[config.mk]
export PLATFORM = sky130hd
export DESIGN_NAME = ufs_fault_status
export DESIGN_NICKNAME = d
export VERILOG_FILES = /design/src/hw/ufs_pkg.sv /design/src/hw/ufs_reg_if.sv /design/src/hw/ufs_apb_slave.sv /design/src/hw/ufs_fault_capture.sv /design/src/hw/ufs_fault_status.sv
export VERILOG_INCLUDE_DIRS = /design/src /design/src/hw
export SDC_FILE = /design/constraint.sdc
export NUM_CORES = 1
export LEC_CHECK = 0
export ABC_AREA = 1
export BUFFER_PORTS_ARGS = -buffer_cell sky130_fd_sc_hd__buf_4
export CORE_MARGIN = 4
export CORE_UTILIZATION = 42
export CTS_BUF_LIST = sky130_fd_sc_hd__clkbuf_4
export DETAILED_ROUTE_END_ITERATION = 8
export PLACE_DENSITY = 0.84
export SYNTH_ARGS = -nofsm -noshare
export SYNTH_HDL_FRONTEND = slang
export SYNTH_SLANG_ARGS = --single-unit
[constraint.sdc]
create_clock -name pclk -period 2.5 [get_ports pclk]
set_input_delay 0.5 -clock pclk [delete_from_list [all_inputs] [get_ports pclk]]
set_output_delay 0.5 -clock pclk [all_outputs]
set_load 0.01 [all_outputs]
[src/hw/ufs_params.svh]
// Offsets, field positions, reset values and timing counts of the fault status block.
`ifndef UFS_PARAMS_SVH
`define UFS_PARAMS_SVH

`define UFS_CFS_OFFSET 12'hD28
`define UFS_ILLEGAL_STATE_BIT 17
`define UFS_UNKNOWN_OPCODE_BIT 16
`define UFS_LOC_VALID_BIT 15
`define UFS_RSVD_HI 14
`define UFS_RSVD_LO 13
`define UFS_CFS_RESET 32'h0000_0000
`define UFS_PC_RESET 32'h0000_0000
`define UFS_CLK_PERIOD_NS 4
`define UFS_WAIT_STATES 0

`endif

[src/hw/ufs_pkg.sv]
// Types and shared decode functions of the fault status block.
`default_nettype none
`include "ufs_params.svh"

package ufs_pkg;

    typedef enum logic [0:0] {
        UFS_IDLE = 1'b0,
        UFS_ACCESS = 1'b1
    } ufs_apb_state_t;

    typedef struct packed {
        ufs_apb_state_t state;
        logic pready;
        logic pslverr;
    } ufs_apb_regs_t;

    typedef struct packed {
        logic illegal_state_use_fault;
        logic unknown_opcode_fault;
        logic bus_error_location_valid;
        logic [31:0] stacked_pc;
        logic [31:0] prdata;
    } ufs_top_regs_t;

    // Word-address match against the configurable fault status register.
    function automatic logic ufs_hit(input logic [11:0] addr);
        logic [11:0] base;
        base = `UFS_CFS_OFFSET;
        return addr[11:2] == base[11:2];
    endfunction

    // Expands byte strobes to a bit mask.
    function automatic logic [31:0] ufs_lane_mask(input logic [3:0] strb);
        logic [31:0] m;
        m = {{8{strb[3]}}, {8{strb[2]}}, {8{strb[1]}}, {8{strb[0]}}};
        return m;
    endfunction

endpackage

`default_nettype wire

[src/hw/ufs_reg_if.sv]
// Register access strobes passed from the bus slave to the status register.
`timescale 1ns/100ps
`default_nettype none

interface ufs_reg_if;
    logic setup;
    logic wr_en;
    logic [31:0] wdata;
    logic [3:0] strb;

    modport slave (output setup, output wr_en, output wdata, output strb);
    modport regs (input setup, input wr_en, input wdata, input strb);
endinterface

`default_nettype wire

[src/hw/ufs_apb_slave.sv]
// APB slave front end: zero-wait-state access with error on unmapped address.
`timescale 1ns/100ps
`default_nettype none

module ufs_apb_slave (
    input wire logic pclk,
    input wire logic presetn,
    input wire logic psel,
    input wire logic penable,
    input wire logic pwrite,
    input wire logic [11:0] paddr,
    input wire logic [31:0] pwdata,
    input wire logic [3:0] pstrb,
    output logic pready,
    output logic pslverr,
    ufs_reg_if.slave bus
);
    import ufs_pkg::*;

    ufs_apb_regs_t r;
    ufs_apb_regs_t next_r;

    always_comb begin
        next_r = r;
        case (r.state)
            UFS_IDLE: begin
                next_r.pready = 1'b0;
                next_r.pslverr = 1'b0;
                if (psel && !penable) begin
                    next_r.state = UFS_ACCESS;
                    next_r.pready = 1'b1;
                    next_r.pslverr = !ufs_hit(paddr);
                end
            end
            UFS_ACCESS: begin
                next_r.state = UFS_IDLE;
                next_r.pready = 1'b0;
                next_r.pslverr = 1'b0;
            end
            default: begin
                next_r.state = UFS_IDLE;
                next_r.pready = 1'b0;
                next_r.pslverr = 1'b0;
            end
        endcase
    end

    always_ff @(posedge pclk or negedge presetn) begin
        if (!presetn) begin
            r <= '{state: UFS_IDLE, pready: 1'b0, pslverr: 1'b0};
        end else begin
            r <= next_r;
        end
    end

    assign pready = r.pready;
    assign pslverr = r.pslverr;
    assign bus.setup = (r.state == UFS_IDLE) && psel && !penable;
    assign bus.wr_en = (r.state == UFS_ACCESS) && psel && penable && pwrite && !r.pslverr;
    assign bus.wdata = pwdata;
    assign bus.strb = pstrb;
endmodule

`default_nettype wire

[src/hw/ufs_fault_capture.sv]
// Qualifies core fault events and forms the set and clear requests.
`timescale 1ns/100ps
`default_nettype none

module ufs_fault_capture (
    input wire logic fault_valid,
    input wire logic decode_fail,
    input wire logic illegal_state_use,
    input wire logic bus_fault,
    input wire logic bus_fault_addr_known,
    input wire logic other_fault,
    output logic set_illegal_state,
    output logic set_unknown_opcode,
    output logic set_loc_valid,
    output logic clr_loc_valid,
    output logic capture_pc
);
    assign set_illegal_state = fault_valid && illegal_state_use && !decode_fail;
    assign set_unknown_opcode = fault_valid && decode_fail;
    assign set_loc_valid = fault_valid && bus_fault && bus_fault_addr_known;
    assign clr_loc_valid = fault_valid && other_fault;
    assign capture_pc = set_illegal_state || set_unknown_opcode;
endmodule

`default_nettype wire

[src/hw/ufs_fault_status.sv]
// Usage and bus fault status bits of the configurable fault status register.
//
// The implementer's own choices: the APB register port and the register addresses.
`timescale 1ns/100ps
`default_nettype none
`include "ufs_params.svh"

module ufs_fault_status (
    input wire logic pclk,
    input wire logic presetn,
    input wire logic psel,
    input wire logic penable,
    input wire logic pwrite,
    input wire logic [11:0] paddr,
    input wire logic [31:0] pwdata,
    input wire logic [3:0] pstrb,
    output logic [31:0] prdata,
    output logic pready,
    output logic pslverr,
    input wire logic fault_valid,
    input wire logic [31:0] fault_pc,
    input wire logic decode_fail,
    input wire logic illegal_state_use,
    input wire logic bus_fault,
    input wire logic bus_fault_addr_known,
    input wire logic other_fault,
    output logic [31:0] stacked_return_pc,
    output logic illegal_state_use_fault,
    output logic unknown_opcode_fault,
    output logic bus_error_location_valid
);
    import ufs_pkg::*;

    ufs_reg_if bus ();

    ufs_top_regs_t r;
    ufs_top_regs_t next_r;
    logic set_illegal_state;
    logic set_unknown_opcode;
    logic set_loc_valid;
    logic clr_loc_valid;
    logic capture_pc;

    ufs_apb_slave u_apb (
        .pclk(pclk),
        .presetn(presetn),
        .psel(psel),
        .penable(penable),
        .pwrite(pwrite),
        .paddr(paddr),
        .pwdata(pwdata),
        .pstrb(pstrb),
        .pready(pready),
        .pslverr(pslverr),
        .bus(bus.slave)
    );

    ufs_fault_capture u_cap (
        .fault_valid(fault_valid),
        .decode_fail(decode_fail),
        .illegal_state_use(illegal_state_use),
        .bus_fault(bus_fault),
        .bus_fault_addr_known(bus_fault_addr_known),
        .other_fault(other_fault),
        .set_illegal_state(set_illegal_state),
        .set_unknown_opcode(set_unknown_opcode),
        .set_loc_valid(set_loc_valid),
        .clr_loc_valid(clr_loc_valid),
        .capture_pc(capture_pc)
    );

    // Builds the register image; the reserved field and unimplemented bits read zero.
    function automatic logic [31:0] image(input ufs_top_regs_t s);
        logic [31:0] w;
        w = `UFS_CFS_RESET;
        w[`UFS_ILLEGAL_STATE_BIT] = s.illegal_state_use_fault;
        w[`UFS_UNKNOWN_OPCODE_BIT] = s.unknown_opcode_fault;
        w[`UFS_LOC_VALID_BIT] = s.bus_error_location_valid;
        w[`UFS_RSVD_HI:`UFS_RSVD_LO] = 2'h0;
        return w;
    endfunction

    logic [31:0] clr_mask;

    always_comb begin
        clr_mask = bus.wr_en ? (bus.wdata & ufs_lane_mask(bus.strb)) : 32'h0000_0000;
        next_r = r;
        next_r.illegal_state_use_fault = set_illegal_state
            || (r.illegal_state_use_fault && !clr_mask[`UFS_ILLEGAL_STATE_BIT]);
        next_r.unknown_opcode_fault = set_unknown_opcode
            || (r.unknown_opcode_fault && !clr_mask[`UFS_UNKNOWN_OPCODE_BIT]);
        next_r.bus_error_location_valid = set_loc_valid
            || (r.bus_error_location_valid && !clr_mask[`UFS_LOC_VALID_BIT] && !clr_loc_valid);
        if (capture_pc) begin
            next_r.stacked_pc = fault_pc;
        end
        if (bus.setup) begin
            next_r.prdata = ufs_hit(paddr) ? image(r) : 32'h0000_0000;
        end
    end

    always_ff @(posedge pclk or negedge presetn) begin
        if (!presetn) begin
            r <= '{1'b0, 1'b0, 1'b0, `UFS_PC_RESET, 32'h0000_0000};
        end else begin
            r <= next_r;
        end
    end

    assign prdata = r.prdata;
    assign stacked_return_pc = r.stacked_pc;
    assign illegal_state_use_fault = r.illegal_state_use_fault;
    assign unknown_opcode_fault = r.unknown_opcode_fault;
    assign bus_error_location_valid = r.bus_error_location_valid;
endmodule

`default_nettype wire

* After elaboration in Yosys (flattened, before gate mapping)
Index checks and enable logic that the tools add are counted. Widths: inputs -> output; s select.
Word-level totals: register bits 70, bits of input ports 91, output and inout bits 69, word-level logic and storage cells 44
Cells by class: equal/unequal tests 1, mux-type cells 4, bitwise logic cells 2, reduce and logical (&&, ||, !) cells 29
Operators with widths (number):
- $mux 18 | 2
- $and 18x18->18 | 1
- $logic_and 1x1->1 | 17
- $eq 10x10->1 const B | 1
- $logic_not 1->1 | 8
- $pmux 3 s2 | 1
- $logic_or 1x1->1 | 4
- $mux 3 | 1
- $not 1->1 | 1

* Depth between registers and ports, before layout
depth after elaboration 9, mapped depth 6, mapped depth without buffers 6

* By module
From an unflattened synthesis, not the netlist that was laid out.
Second synthesis, totals: cell total of the unflattened synthesis 208, area total of the unflattened synthesis 2318.5 µm²
Modules (own cells, without submodules):
- ufs_fault_status | times used 1, cells an instance 139, area each 1870.5 µm², sequential area each 950.9 µm²
- ufs_apb_slave | times used 1, cells an instance 59, area each 407.9 µm², sequential area each 50.0 µm²
- ufs_fault_capture | times used 1, cells an instance 10, area each 40.0 µm², sequential area each 0.0 µm²

* Worst setup path before layout
OpenSTA, ideal clock, no wires.
kind input to register, start point input port paddr[7], end point register u_apb.r, in the netlist u_apb.pslverr, library setup time 135 ps, arrival time 1033 ps, required time 2365 ps, setup slack 1332 ps, stages on the path 3, cells stage by stage or2_2 > nor2_1 > a21oi_1
RTL lines:
- start: declaration | line ufs_fault_status.sv:14 | input wire logic [11:0] paddr,
- end signal: assignment | line ufs_apb_slave.sv:50 | r <= '{state: UFS_IDLE, pready: 1'b0, pslverr: 1'b0};
- end signal: assignment | line ufs_apb_slave.sv:52 | r <= next_r;
- end: declaration | line ufs_apb_slave.sv:20 | ufs_apb_regs_t r;

* Worst setup path after layout
start point register r, in the netlist stacked_return_pc[17], end point output port stacked_return_pc[17]
RTL lines:
- start: declaration | line ufs_fault_status.sv:36 | ufs_top_regs_t r;
- start signal: assignment | line ufs_fault_status.sv:104 | r <= '{1'b0, 1'b0, 1'b0, `UFS_PC_RESET, 32'h0000_0000};
- start signal: assignment | line ufs_fault_status.sv:106 | r <= next_r;
- end: declaration | line ufs_fault_status.sv:27 | output logic [31:0] stacked_return_pc,
No word-level cell between the ends.

==> metrics.md <==
| Metric | Value |
|---|---|
| Largest net degree at the start of global routing | `41` |
| Top cells by area, synth | `dfrtp_1 53%, nand2_1 16%, buf_4 12%` |
| Final Hold Viols | `0` |
| Post-CTS sizing | `0` |
| Top delay family on crit path | `flip-flops` |
| Synth Area per Inst | `8.48 um2` |
| Hold WS | `0.122 ns` |
| Worst EP arrival | `0.90 ns` |
| Yosys top cell area share | `0.529` |
| Die area | `0.00564 mm2` |
| Worst EP required | `2.00 ns` |
| Max Transition Viols Final | `0` |
| RSZ-0062 raised after global routing | `no` |
| Internal reg-to-reg setup slack | `1.45 ns` |
| RR Endpoint | `prdata[17]` |
| Layout cells sized above 1 | `0.340` |
| Initial Utilization | `0.434` |
| WL/cell | `12.4 um` |
| Cell Area, Synth | `0.00189 mm2` |
| VDD IR max | `0.395 mV` |
| DIE WIDTH | `75.1 um` |
| TNS Setup | `0 ns` |
| Min cycle time layout | `1.40 ns` |
| CTS tree | `yes` |
| Worst-Skew Late Latency | `0.33 ns` |
| Sequential area share after synthesis | `0.529` |
| Total GRT Usage | `0.164` |
| Cts hold-fix bufs | `0` |
| Static leakage | `1.53 nW` |
| Total clock sinks | `40` |
| Vias in the first global route | `1641` |
| Fill count | `408` |
| Critical path depth | `1` |
| Final cell count without fillers | `373` |
| Die Y | `75.1 um` |
| Number of diodes | `0` |
| CTS clk-pin slew, worst paths | `0.12 ns` |
| First-pass GRT wire length | `7.14 mm` |
| Crit Path Category | `register to output pin` |
| CP Capture Type | `output pin` |
| Remaining DRCs | `0` |
| CTS root buf | `clkbuf_4` |
| Drt first pass iters | `4` |
| Placed instance count | `365` |
| Worst slew margin | `0.600` |
| Row Count | `24` |
| Final GP Congestion | `0.752` |
| Max-cap viol count | `0` |
| Hpwl dp | `3.45 mm` |
| IO Pins | `160` |
| Mapped Cells | `223` |
| TritonCTS buffer count | `5` |
| Reg2reg start | `u_apb.pready` |
| First DRT Iteration DRCs | `68` |
| Hold WC Path Type | `input port to asynchronous set/reset pin` |
| Worst setup path end | `stacked_return_pc[17]` |
| DRT Wirelength | `4.63 mm` |
| Highest Clock Rate | `717 MHz` |
| Max clock buf depth | `2` |
| Crit path max fanout | `2` |
| Unique masters post-synth | `14` |
| Outcome | `completed` |
| CP max stage cell | `dfrtp_1` |
| I/O Buffers | `97` |
| Grt ovf | `0` |
| Post-route clock period utilization | `0.558` |
| YS warnings | `0` |
| P&R area growth vs syn | `37.8%` |
| Worst clock skew | `0.000221 ns` |
| Routed vias | `1696` |
| Pwr dens | `586 mW/mm2` |
| Final Core Density | `0.598` |
| Post-layout net count | `411` |
| Setup-failing EPs final | `0` |
| R2R depth | `5` |
| H-tree Lvls | `2` |
| Core Area | `0.00435 mm2` |
| Leading area contributor after synthesis | `dfrtp_1` |
| Crit path from | `stacked_return_pc[17]` |
| Post-route antenna net violation count | `0` |
| Worst-margin pin slew | `0.598 ns` |
| Crit-path max cell delay | `0.41 ns` |
| CP cell instances | `buf_4` |
| Critical Path Source Type | `register` |
| Antenna violations before repair | `0` |
| Buffers & Inverters on Critical Path | `1` |
| Post-CTS setup buffers | `0` |
| Vias per cell | `4.55` |
| Synth Register Bits | `40` |
-- per-layer routing --
metal  GRT usage  vias up  share of wire
met3      0.0481        9           0.10
met4      0.0494        0          0.019
met2       0.292       83           0.50
li1            -      842              -
met1       0.189      762           0.37
met5           0        -              0
-- cell families after synthesis --
family,share of synthesized area
buf+inv,0.165
simple gates,0.298
compound gates,0.00529
other cells,0.00198
flops,0.529
-- synth_stat cells --
cell      n
nor3_1    1
buf_4    29
buf_2     6
nand2_2   1
inv_1     8
nand2_1  83
a21oi_1   2
buf_6     3
nand3_1  36
or2_2     2
dfrtp_1  40
nor2_1    8
nand4_1   3
conb_1    1
-- cell usage in the layout (no fill, tap or decap) --
cell type  netlist  routed
clkbuf_4         0       5
a21oi_1          2       2
dfrtp_1         40      40
inv_1            8       8
nor2_1           8       8
conb_1           1      29
nor3_1           1       1
nand3_1         36      36
nand4_1          3       3
or2_2            2       2
nand2_2          1       1
clkinv_1         0       2
nand2_1         83      83
bufinv_16        0       1
buf_4           29     100
-- metrics by stage --
step	power, mW	setup slack [ns]	cell area (um2)
after floorplan	0.957	1.33	2000
after global placement	1.13	0.830	2530
after detailed placement	1.14	0.765	2530
after CTS	1.55	1.08	2610
after global routing	1.62	1.04	2610
final	1.53	1.10	2610
-- worst min-delay path by stage --
| stage | cells past startpoint | slack, ns | end |
|---|---|---|---|
| final | 1 | 0.12 | stacked_return_pc[28] |
| after detailed placement | 2 | 0.47 | prdata[15] |
| after CTS | 1 | 0.12 | stacked_return_pc[28] |
| after global routing | 1 | 0.14 | stacked_return_pc[28] |
| after floorplan | 0 | 0.20 | bus_error_location_valid |
| after global placement | 2 | 0.47 | prdata[15] |
-- registers in the layout, summed over array words and instances (netlist names) --
register                  cells
bus_error_location_valid      1
illegal_state_use_fault       1
prdata                        3
stacked_return_pc            32
u_apb.pready                  1
u_apb.pslverr                 1
unknown_opcode_fault          1
-- power by group --
part	internal, mW	switching (mW)	total [mW]
combinational	0.184	0.181	0.365
sequential	0.715	0.0411	0.757
clock	0.204	0.202	0.406
-- cell type report --
type / count / area [um2] / area share
Timing Repair Buffer: 100 / 751 / 0.288
Multi-Input combinational cell: 165 / 683 / 0.262
Clock inverter: 3 / 37.5 / 0.0144
Inverter: 8 / 30.0 / 0.0115
Sequential cell: 40 / 1000 / 0.384
Tap cell: 52 / 65.1 / 0.0250
Clock buffer: 5 / 37.5 / 0.0144
(Power assumes the default switching activity.)
